<file path="src/dpdc_pkg.sv">
package dpdc_pkg;
    // register indices; byte address is four times the index
    localparam logic [7:0] MAIN_CFG_IDX   = 8'h6B;
    localparam logic [7:0] AUX_CFG_IDX    = 8'h6A;
    localparam logic [7:0] STATUS_IDX     = 8'h6E;
    localparam logic [7:0] MAIN_CFG_RST   = 8'h13;
    localparam logic [7:0] AUX_CFG_RST    = 8'h13;
    localparam logic [7:0] CFG_WR_MASK    = 8'h77;
    localparam int         DAMP_LSB       = 0;
    localparam int         GAIN_LSB       = 4;
    // bandwidth selection codes
    localparam logic [2:0] BW_4HZ         = 3'h0;
    localparam logic [2:0] BW_8HZ         = 3'h1;
    localparam logic [2:0] BW_18HZ        = 3'h2;
    localparam logic [2:0] BW_35HZ        = 3'h3;
    localparam logic [2:0] BW_70HZ        = 3'h4;
    // damping factor codes
    localparam logic [2:0] DF_1P2         = 3'h0;
    localparam logic [2:0] DF_2P5         = 3'h1;
    localparam logic [2:0] DF_5           = 3'h2;
    localparam logic [2:0] DF_10          = 3'h3;
    localparam logic [2:0] DF_20          = 3'h4;
    // damping select codes
    localparam logic [2:0] DS_001         = 3'h1;
    localparam logic [2:0] DS_010         = 3'h2;
    localparam logic [2:0] DS_011         = 3'h3;
    localparam logic [2:0] DS_100         = 3'h4;
    localparam logic [2:0] DS_101         = 3'h5;
    localparam logic [1:0] RESP_OKAY      = 2'h0;
    localparam logic [1:0] RESP_SLVERR    = 2'h2;
endpackage

</file>
<file path="src/dpdc_damp_if.sv">
`timescale 1ns/1ps
interface dpdc_damp_if;
    logic [2:0] damping_select;
    logic [2:0] bandwidth;
    logic [2:0] factor;
    logic       code_unused;
    modport decoder (input damping_select, input bandwidth, output factor, output code_unused);
    modport user    (output damping_select, output bandwidth, input factor, input code_unused);
endinterface

</file>
<file path="src/dpdc_damp_decode.sv">
`timescale 1ns/1ps
module dpdc_damp_decode (
    dpdc_damp_if.decoder dmp
);
    logic wide_bw;
    logic top_bw;

    // bandwidth codes above 70 Hz are treated as 70 Hz
    assign wide_bw = (dmp.bandwidth >= dpdc_pkg::BW_35HZ);
    assign top_bw  = (dmp.bandwidth >= dpdc_pkg::BW_70HZ);

    always_comb begin
        dmp.code_unused = 1'b0;
        dmp.factor      = dpdc_pkg::DF_5;
        unique case (dmp.damping_select)
            dpdc_pkg::DS_001: begin
                if (dmp.bandwidth == dpdc_pkg::BW_4HZ) begin
                    dmp.factor = dpdc_pkg::DF_5;
                end else if (dmp.bandwidth == dpdc_pkg::BW_8HZ) begin
                    dmp.factor = dpdc_pkg::DF_2P5;
                end else begin
                    dmp.factor = dpdc_pkg::DF_1P2;
                end
            end
            dpdc_pkg::DS_010: begin
                dmp.factor = (dmp.bandwidth <= dpdc_pkg::BW_8HZ) ? dpdc_pkg::DF_5 : dpdc_pkg::DF_2P5;
            end
            dpdc_pkg::DS_011: begin
                dmp.factor = dpdc_pkg::DF_5;
            end
            dpdc_pkg::DS_100: begin
                dmp.factor = wide_bw ? dpdc_pkg::DF_10 : dpdc_pkg::DF_5;
            end
            dpdc_pkg::DS_101: begin
                dmp.factor = top_bw ? dpdc_pkg::DF_20 : (wide_bw ? dpdc_pkg::DF_10 : dpdc_pkg::DF_5);
            end
            default: begin
                // unused encodings keep the loop at factor 5 and raise a flag
                dmp.code_unused = 1'b1;
                dmp.factor      = dpdc_pkg::DF_5;
            end
        endcase
    end
endmodule

</file>
<file path="src/dpdc_config.sv">
// Chosen here: the AXI4-Lite register port.
`timescale 1ns/1ps
module dpdc_config #(
    parameter int ADDR_W = 12
) (
    input  wire logic              i_clk_sys,
    input  wire logic              i_sys_rst,
    input  wire logic              i_clk_en,
    // axi4-lite slave
    input  wire logic [ADDR_W-1:0] i_s_axi_awaddr,
    input  wire logic [2:0]        i_s_axi_awprot,
    input  wire logic              i_s_axi_awvalid,
    output logic                   o_s_axi_awready,
    input  wire logic [31:0]       i_s_axi_wdata,
    input  wire logic [3:0]        i_s_axi_wstrb,
    input  wire logic              i_s_axi_wvalid,
    output logic                   o_s_axi_wready,
    output logic [1:0]             o_s_axi_bresp,
    output logic                   o_s_axi_bvalid,
    input  wire logic              i_s_axi_bready,
    input  wire logic [ADDR_W-1:0] i_s_axi_araddr,
    input  wire logic [2:0]        i_s_axi_arprot,
    input  wire logic              i_s_axi_arvalid,
    output logic                   o_s_axi_arready,
    output logic [31:0]            o_s_axi_rdata,
    output logic [1:0]             o_s_axi_rresp,
    output logic                   o_s_axi_rvalid,
    input  wire logic              i_s_axi_rready,
    // loop context from the dpll, same clock
    input  wire logic [2:0]        i_main_bandwidth,
    input  wire logic [2:0]        i_aux_bandwidth,
    input  wire logic              i_auto_detector_gain_enable,
    input  wire logic              i_main_low_rate_analog,
    // configuration towards the loops
    output logic [2:0]             o_main_damping_select,
    output logic [2:0]             o_main_damping_factor,
    output logic                   o_main_code_unused,
    output logic [2:0]             o_aux_damping_select,
    output logic [2:0]             o_aux_damping_factor,
    output logic                   o_aux_code_unused,
    output logic [2:0]             o_low_rate_analog_detector_gain,
    output logic                   o_detector_gain_apply
);
    localparam int IDX_W = ADDR_W - 2;

    generate
        if (ADDR_W < 10 || ADDR_W > 32) begin : g_bad_addr
            $error("dpdc_config: ADDR_W must lie between 10 and 32");
        end
    endgenerate

    typedef enum logic [1:0] {
        SEL_NONE,
        SEL_MAIN,
        SEL_AUX,
        SEL_STATUS
    } dpdc_sel_t;

    // all state in one word, filled by the comb process and registered once
    typedef struct packed {
        logic             aw_full;
        logic [IDX_W-1:0] aw_idx;
        logic             w_full;
        logic [7:0]       w_data;
        logic             w_lane0;
        logic             bvalid;
        logic [1:0]       bresp;
        logic             rvalid;
        logic [7:0]       rdata;
        logic [1:0]       rresp;
        logic [7:0]       main_cfg;
        logic [7:0]       aux_cfg;
        logic [2:0]       main_factor;
        logic             main_unused;
        logic [2:0]       aux_factor;
        logic             aux_unused;
        logic [2:0]       det_gain;
        logic             det_apply;
    } dpdc_state_t;

    dpdc_state_t st;
    dpdc_state_t next_st;

    // state after reset: both loops at code 011, factor 5
    localparam dpdc_state_t RST_ST = '{
        main_cfg:    dpdc_pkg::MAIN_CFG_RST,
        aux_cfg:     dpdc_pkg::AUX_CFG_RST,
        main_factor: dpdc_pkg::DF_5,
        aux_factor:  dpdc_pkg::DF_5,
        det_gain:    dpdc_pkg::MAIN_CFG_RST[dpdc_pkg::GAIN_LSB +: 3],
        default:     '0
    };

    dpdc_damp_if main_dmp ();
    dpdc_damp_if aux_dmp ();

    // register index decode shared by the write and read paths
    function automatic dpdc_sel_t decode_idx(input logic [IDX_W-1:0] idx);
        if (idx == IDX_W'(dpdc_pkg::MAIN_CFG_IDX)) begin
            decode_idx = SEL_MAIN;
        end else if (idx == IDX_W'(dpdc_pkg::AUX_CFG_IDX)) begin
            decode_idx = SEL_AUX;
        end else if (idx == IDX_W'(dpdc_pkg::STATUS_IDX)) begin
            decode_idx = SEL_STATUS;
        end else begin
            decode_idx = SEL_NONE;
        end
    endfunction

    // only byte lane 0 carries the register; reserved bits always clear
    function automatic logic [7:0] cfg_merge(input logic [7:0] cur, input logic [7:0] data, input logic lane0);
        if (lane0) begin
            cfg_merge = data & dpdc_pkg::CFG_WR_MASK;
        end else begin
            cfg_merge = cur;
        end
    endfunction

    assign main_dmp.damping_select = st.main_cfg[dpdc_pkg::DAMP_LSB +: 3];
    assign main_dmp.bandwidth      = i_main_bandwidth;
    assign aux_dmp.damping_select  = st.aux_cfg[dpdc_pkg::DAMP_LSB +: 3];
    assign aux_dmp.bandwidth       = i_aux_bandwidth;

    dpdc_damp_decode u_main_decode (
        .dmp (main_dmp.decoder)
    );

    dpdc_damp_decode u_aux_decode (
        .dmp (aux_dmp.decoder)
    );

    // one item moves on each channel when valid and ready meet
    logic aw_take;
    logic w_take;
    logic ar_take;

    // readys fall with the enable so nothing is taken while state is frozen
    // a pending response blocks both halves: one write in flight at most
    assign o_s_axi_awready = i_clk_en & ~st.aw_full & ~st.bvalid;
    assign o_s_axi_wready  = i_clk_en & ~st.w_full & ~st.bvalid;
    assign o_s_axi_arready = i_clk_en & ~st.rvalid;
    assign aw_take         = o_s_axi_awready & i_s_axi_awvalid;
    assign w_take          = o_s_axi_wready & i_s_axi_wvalid;
    assign ar_take         = o_s_axi_arready & i_s_axi_arvalid;

    always_comb begin
        dpdc_sel_t wsel;
        dpdc_sel_t rsel;
        wsel    = SEL_NONE;
        rsel    = SEL_NONE;
        next_st = st;
        if (aw_take) begin
            next_st.aw_full = 1'b1;
            next_st.aw_idx  = i_s_axi_awaddr[ADDR_W-1:2];
        end
        if (w_take) begin
            next_st.w_full  = 1'b1;
            next_st.w_data  = i_s_axi_wdata[7:0];
            next_st.w_lane0 = i_s_axi_wstrb[0];
        end
        if (st.bvalid && i_s_axi_bready) begin
            next_st.bvalid = 1'b0;
        end
        // commit once both halves of a write are held
        if (st.aw_full && st.w_full && !st.bvalid) begin
            wsel           = decode_idx(st.aw_idx);
            next_st.aw_full = 1'b0;
            next_st.w_full  = 1'b0;
            next_st.bvalid  = 1'b1;
            next_st.bresp   = (wsel == SEL_NONE) ? dpdc_pkg::RESP_SLVERR : dpdc_pkg::RESP_OKAY;
            if (wsel == SEL_MAIN) begin
                next_st.main_cfg = cfg_merge(st.main_cfg, st.w_data, st.w_lane0);
            end
            if (wsel == SEL_AUX) begin
                next_st.aux_cfg = cfg_merge(st.aux_cfg, st.w_data, st.w_lane0);
            end
        end
        if (st.rvalid && i_s_axi_rready) begin
            next_st.rvalid = 1'b0;
        end
        if (ar_take) begin
            rsel           = decode_idx(i_s_axi_araddr[ADDR_W-1:2]);
            next_st.rvalid = 1'b1;
            next_st.rresp  = (rsel == SEL_NONE) ? dpdc_pkg::RESP_SLVERR : dpdc_pkg::RESP_OKAY;
            // status is read-only; writes to it answer okay and change nothing
            unique case (rsel)
                SEL_MAIN:   next_st.rdata = st.main_cfg;
                SEL_AUX:    next_st.rdata = st.aux_cfg;
                SEL_STATUS: next_st.rdata = {st.aux_unused, st.aux_factor, st.main_unused, st.main_factor};
                SEL_NONE:   next_st.rdata = 8'h00;
            endcase
        end
        // factors settle one cycle after a code or bandwidth change
        next_st.main_factor = main_dmp.factor;
        next_st.main_unused = main_dmp.code_unused;
        next_st.aux_factor  = aux_dmp.factor;
        next_st.aux_unused  = aux_dmp.code_unused;
        next_st.det_gain    = st.main_cfg[dpdc_pkg::GAIN_LSB +: 3];
        // gain is handed on only under automatic gain selection
        next_st.det_apply   = i_auto_detector_gain_enable & i_main_low_rate_analog;
    end

    always_ff @(posedge i_clk_sys or posedge i_sys_rst) begin
        if (i_sys_rst) begin
            st <= RST_ST;
        end else if (i_clk_en) begin
            st <= next_st;
        end
    end

    assign o_s_axi_bvalid                  = st.bvalid;
    assign o_s_axi_bresp                   = st.bresp;
    assign o_s_axi_rvalid                  = st.rvalid;
    assign o_s_axi_rresp                   = st.rresp;
    assign o_s_axi_rdata                   = {24'h000000, st.rdata};
    assign o_main_damping_select           = st.main_cfg[dpdc_pkg::DAMP_LSB +: 3];
    assign o_main_damping_factor           = st.main_factor;
    assign o_main_code_unused              = st.main_unused;
    assign o_aux_damping_select            = st.aux_cfg[dpdc_pkg::DAMP_LSB +: 3];
    assign o_aux_damping_factor            = st.aux_factor;
    assign o_aux_code_unused               = st.aux_unused;
    assign o_low_rate_analog_detector_gain = st.det_gain;
    assign o_detector_gain_apply           = st.det_apply;
endmodule

</file>
<file path="config.mk">
export PLATFORM = sky130hd
export DESIGN_NAME = dpdc_config
export DESIGN_NICKNAME = d
export VERILOG_FILES = /design/src/dpdc_pkg.sv /design/src/dpdc_damp_if.sv /design/src/dpdc_damp_decode.sv /design/src/dpdc_config.sv
export SDC_FILE = /design/constraint.sdc
export NUM_CORES = 1
export LEC_CHECK = 0
export BUFFER_PORTS_ARGS = -buffer_cell sky130_fd_sc_hd__buf_2
export CAP_MARGIN = 5
export CORE_UTILIZATION = 42
export CTS_BUF_LIST = sky130_fd_sc_hd__clkbuf_8 sky130_fd_sc_hd__clkbuf_16
export DETAILED_ROUTE_END_ITERATION = 12
export PLACE_DENSITY = 0.77
export SLEW_MARGIN = 5
export SYNTH_ARGS = -nofsm -noshare
export SYNTH_HDL_FRONTEND = slang
export SYNTH_SLANG_ARGS = --single-unit
</file>
<file path="constraint.sdc">
create_clock -name i_clk_sys -period 1.8 [get_ports i_clk_sys]
set_clock_uncertainty 0.15 [all_clocks]
set_input_delay 0.45 -clock i_clk_sys [delete_from_list [all_inputs] [get_ports i_clk_sys]]
set_output_delay 0.45 -clock i_clk_sys [all_outputs]
set_load 0.005 [all_outputs]
</file>
### Word level (Yosys, flattened, before mapping)

Index checks and enable logic that the tools add are counted.

| word-level totals | value |
|---|---|
| register bits after elaboration | 59 |
| input port bits | 82 |

| cells by class | value |
|---|---|
| magnitude comparators | 6 |
| bitwise operators | 13 |
| reductions and logical operators | 25 |
| equality and inequality tests | 23 |
| muxes and demuxes | 33 |

Operators with widths:

| cell | count |
|---|---|
| equality test 10 x 7 -> 1 bit, second input constant | 6 |
| one-hot mux 8 bit (4 select lines) | 1 |
| two-way mux 2 bit | 12 |
| one-hot mux 3 bit (4 select lines) | 2 |
| two-way mux 11 bit | 2 |
| AND reduction 2 bit | 8 |
| two-way mux 3 bit | 5 |
| equality test 3 x 1 -> 1 bit, second input constant | 4 |
| equality test 3 x 2 -> 1 bit, second input constant | 4 |
| equality test 3 bit, second input constant | 4 |
| two-way mux 1 bit | 10 |
| two-way mux 10 bit | 1 |
| OR reduction 5 bit | 2 |
| AND 1 bit | 9 |
| AND reduction 4 bit | 2 |
| nonzero test 2 bit | 4 |
| equality test 2 bit, second input constant | 3 |
| greater-or-equal comparator 3 x 2 -> 1 bit, second input constant | 2 |
| greater-or-equal comparator 3 bit, second input constant | 2 |
| <= comparator 3 x 1 -> 1 bit, second input constant | 2 |
| zero test 3 bit | 2 |
| equality test 2 x 1 -> 1 bit, second input constant | 2 |
| logical AND 1 bit | 4 |
| zero test 2 bit | 2 |
| other kinds (2) | 5 |

### Logic depth before layout (Yosys ltp)

| logic depth | value |
|---|---|
| depth in word-level cells | 8 |
| depth in mapped cells | 6 |
| gate-level depth less buffers | 4 |

### Hierarchy

Synthesis repeated with hierarchy kept, for this count alone.

| unflattened totals | value |
|---|---|
| cell total of the unflattened synthesis | 254 |
| area total of the unflattened synthesis | 3090.5 sq um |

By module, submodules not included:

| module | seq. area each (sq um) | instances | area each (sq um) | cells an instance |
|---|---|---|---|---|
| dpdc_config | 1387.6 | 1 | 2815.2 | 220 |
| dpdc_damp_decode | 0.0 | 2 | 137.6 | 17 |

### Worst setup path before layout

OpenSTA, ideal clock, no wires.

| path | value |
|---|---|
| path type | input -> register |
| start | in i_clk_en |
| end | reg st, in the netlist o_aux_damping_select[2] |
| buffers on the path | 1 |
| library setup time | 0.125 ns |
| cell stages on the path | 5 |
| data arrival time | 1.592 ns |
| required time | 1.525 ns |
| setup slack | -0.067 ns |
| cells stage by stage | buf_4 nand4b_4 nor3b_2 nor3b_4 mux2_2 |

| on the way | value |
|---|---|
| longest elaborated chain between the ends | 1 |

Ends and longest elaborated chain:

| what | RTL line | RTL |
|---|---|---|
| from (decl) | dpdc_config.sv:8 | `input wire logic i_clk_en,` |
| AND reduction 4 bit (no source line) | n/a |  |
| to (signal assigned) | dpdc_config.sv:207 | `st <= next_st;` |
| to (decl) | dpdc_config.sv:81 | `dpdc_state_t st;` |

No other way between the ends.
A chain may end at the register's enable or synchronous reset.

### Worst setup path in the final report

| path | value |
|---|---|
| start | reg st[59] (netlist bit) |
| end | reg st, in the netlist o_aux_damping_select[2] |

| on the way | value |
|---|---|
| longest elaborated chain between the ends | 7 |
| elaborated cells between the ends (all ways) | 9 |
| those cells by class | eq/ne (4); mux (4); reduce/logical (1) |

Ends and longest elaborated chain:

| what | RTL line | RTL |
|---|---|---|
| equality test 10 x 7 -> 1 bit | dpdc_config.sv:103 | `end else if (idx == IDX_W'(dpdc_pkg::STATUS_IDX)) begin` |
| two-way mux 2 bit | dpdc_config.sv:103 |  |
| two-way mux 2 bit | dpdc_config.sv:101 | `end else if (idx == IDX_W'(dpdc_pkg::AUX_CFG_IDX)) begin` |
| two-way mux 2 bit (*) | dpdc_config.sv:99 | `if (idx == IDX_W'(dpdc_pkg::MAIN_CFG_IDX)) begin` |
| two-way mux 2 bit (*) | dpdc_config.sv:165 | `if (st.aw_full && st.w_full && !st.bvalid) begin` |
| equality test 2 bit (*) | dpdc_config.sv:174 | `if (wsel == SEL_AUX) begin` |
| AND reduction 4 bit (no source line) (*) | n/a |  |

Mark *: on every way between the ends. The rest lies on a longest branch, timed or not. The select of a mux whose other input is x is not followed.

==> reports/qor.yml <==
dp_hpwl_mm: 4.11
synthArstFlopShare_pct: 100
period_share_pct: 98.7
ant_nets: 0
die_area_sq_um: 7280
die_h_um: 85.4
hold_start: "i_s_axi_awaddr[5]"
drc: 0
p_leak_nw: 1.70
regToRegEndpoint: "o_aux_damping_select[2]"
synth_commonest_cells: "buf_4 (52), dfrtp_1 (46), mux2_2 (36)"
start_util_pct: 43.2
rows: 30
multi_input_area_sq_um: 1220
pin_count: 141
wire_per_inst_um: 13.0
diodes: 0
hold_path_class: "in2reg"
final-instance-count-excl-fill: 422
layout_min_cycle_time_ns: 1.78
antenna_found_initial: 0
worst_hold_path.endpoint: "st[55]"
pre_cts_ws_ns: -0.177
worstPathCellList: "nor4bb_4 -> nand2_2 -> nor3b_4 -> buf_6 -> mux2_4"
rsz0062_at_grt: "yes"
firstDrtPassIters: 4
required_ns: 1.86
io_buffers: 75
synth_top_area_share_pct: 39.5
total_power_mw: 3.12
crit_start: "st[59]"
r2r_slack_ns: 0.02
design_area_sq_um: 3390
worstHoldPathCells: 2
yosysSeqAreaShare_pct: 47.6
hold_viol: 0
via_per_inst: 4.84
ys_types: 36
reg2reg_depth: 5
grt_pass1_vias: 1894
cts_tree: "built"
synth_most_common_cell: "buf_4"
max_stage_delay_ns: 0.42
cts_buffers: 5
critical-path-slowest-cell: "dfrtp_1"
status: "finished clean"
final_net_count: 423
overflow: 0
yosys_warnings: 0
grt_pass1_wl_mm: 8.71
netlist_instances: 276
p_per_area_nw_per_um2: 921
ys.flop_type: "dfrtp_1"
core-area_sq_um: 6760
postSynthAreaPerCell_sq_um: 10.6
setup_violations: 0
htreeDepth: 2
grtUsageTotal_pct: 15.4
fillers: 625
yosysTopAreaCell: "dfrtp_1"
cts_sinks: 55
finalWirelength_mm: 5.49
clkTransAtPathRegs_ns: 0.10
vias: 2044
startpoint_type: "flop"
post_dp_cell_area_sq_um: 3230
cts_buffer_depth: 2
area_growth_pct: 16.3
maxCapViolCount: 0
ys_ff_latch: 55
seqCellArea_sq_um: 1390
gp_congestion: 0.788
synth_edf_count: 0
vdd_drop_max_v: 0.000738
synthTopCellsByArea: "dfrtp_1 (39%), mux2_2 (14%), buf_4 (13%), dfstp_2 (8.1%), o21ai_0 (3.3%)"
clock-root-buffer: "clkbuf_8"
crit_fanout: 6
dp.cells: 412
crit_type: "reg2reg"
worst_ep_arrival_time_ns: 1.83
tns_ns: 0
drv_slew: 0
drt_iter0_markers: 78
clk_latency_ns: 0.31
layout-drive-gt1-share_pct: 46.8
dieWidth_um: 85.4
setup_ws_ns: 0.0240
syn_area_sq_um: 2920
grt_max_degree: 37
r2r-start: "st[59]"
cp-end-kind: "flop"
fmax_mhz: 563
## worst max-delay path by stage
stage          depth (start not counted)  slack (ns)                       to
2_1_floorplan                          5       -0.02                   st[17]
4_1_cts                                5       -0.04  o_aux_damping_select[2]
5_1_grt                                5       -0.07  o_aux_damping_select[2]
6_report                               5        0.02  o_aux_damping_select[2]
3_3_place_gp                           5        -0.1         o_s_axi_rdata[4]
3_5_place_dp                           5       -0.18         o_s_axi_rdata[5]
## final cells by class
| type | instances | share of cell area (%) |
|---|---|---|
| clock inverters | 3 | 0.443 |
| inverters | 8 | 0.996 |
| repair buffers | 94 | 16.7 |
| clock buffers | 5 | 2.03 |
| flip-flops and latches | 55 | 40.9 |
| multi-input cells | 177 | 36.0 |
| well taps | 80 | 2.95 |
## cells in the final DEF (no fill, tap or decap), types with 2 or more instances in the layout
cell type  count
nor4bb_4       2
buf_4         13
mux2_4         4
nor2b_1        3
clkinv_2       3
nor3b_4        2
a2bb2oi_1      2
o21a_1         2
o21bai_1       2
nor2_1        14
o22ai_1        3
buf_2         75
nand2b_1       3
inv_1          7
buf_12         3
o31ai_1        6
a31o_2         2
and2_1         2
clkbuf_8       5
mux2_2        32
or2_2          5
o21ai_0       19
conb_1        26
o211ai_1       2
buf_6          2
dfrtp_1       46
nor3_1         3
nand4_1        2
nor3b_1        2
dfstp_2        9
a21oi_1        7
and2_0         2
nand2_1       23
## cell families after synthesis
kind of cell	synth area share, %
and+or+nand+nor	13.2
muxes	13.9
other	0.129
DFF	47.6
buffers and inverters	15.7
AOI/OAI and AO/OA	9.61
## power breakdown
part	internal, mW	switching (mW)
logic	0.471	0.263
clock network	0.267	0.394
registers	1.50	0.230
total	2.24	0.887
## worst max-delay path: cells and delay by family (launching register included)
kind	cells	cell delay [ns]
buffers and inverters	1	0.16
flip-flops	1	0.42
multiplexers	1	0.30
AND/OR/NAND/NOR	3	0.65
## flip-flops by register name (all words and copies together) (netlist names)
register,cells
next_st,3
o_aux_code_unused,1
o_aux_damping_factor,3
o_aux_damping_select,3
o_detector_gain_apply,1
o_low_rate_analog_detector_gain,3
o_main_code_unused,1
o_main_damping_factor,3
o_main_damping_select,3
o_s_axi_bresp,1
o_s_axi_bvalid,1
o_s_axi_rdata,8
o_s_axi_rresp,1
o_s_axi_rvalid,1
st,22
## through the flow
step / util (%) / hold WS [ns]
3_3_place_gp: 47.9 / 0.216
4_1_cts: 49.8 / 0.209
3_5_place_dp: 47.9 / 0.217
2_1_floorplan: - / 0.300
5_1_grt: 50.2 / 0.209
6_report: 50.2 / 0.217
## timing repair
action | 4_1_cts | 5_1_grt
endpoints found under the setup margin | 6 | 14
resized for setup | 6 | 5
hold endpoints to repair | 3 | 0
pin swaps | 4 | 4
hold buffers | 1 | 0
setup buffers | 1 | 1
## per-layer routing
metal | track usage, % | vias up | share of wire, %
met5 | 0 | - | 0
met4 | 3.94 | 0 | 0.78
met3 | 4.96 | 7 | 7.1
met2 | 26.1 | 82 | 48
met1 | 19.0 | 963 | 44
li1 | - | 992 | -
No activity file was read; power rests on OpenSTA's default activity.
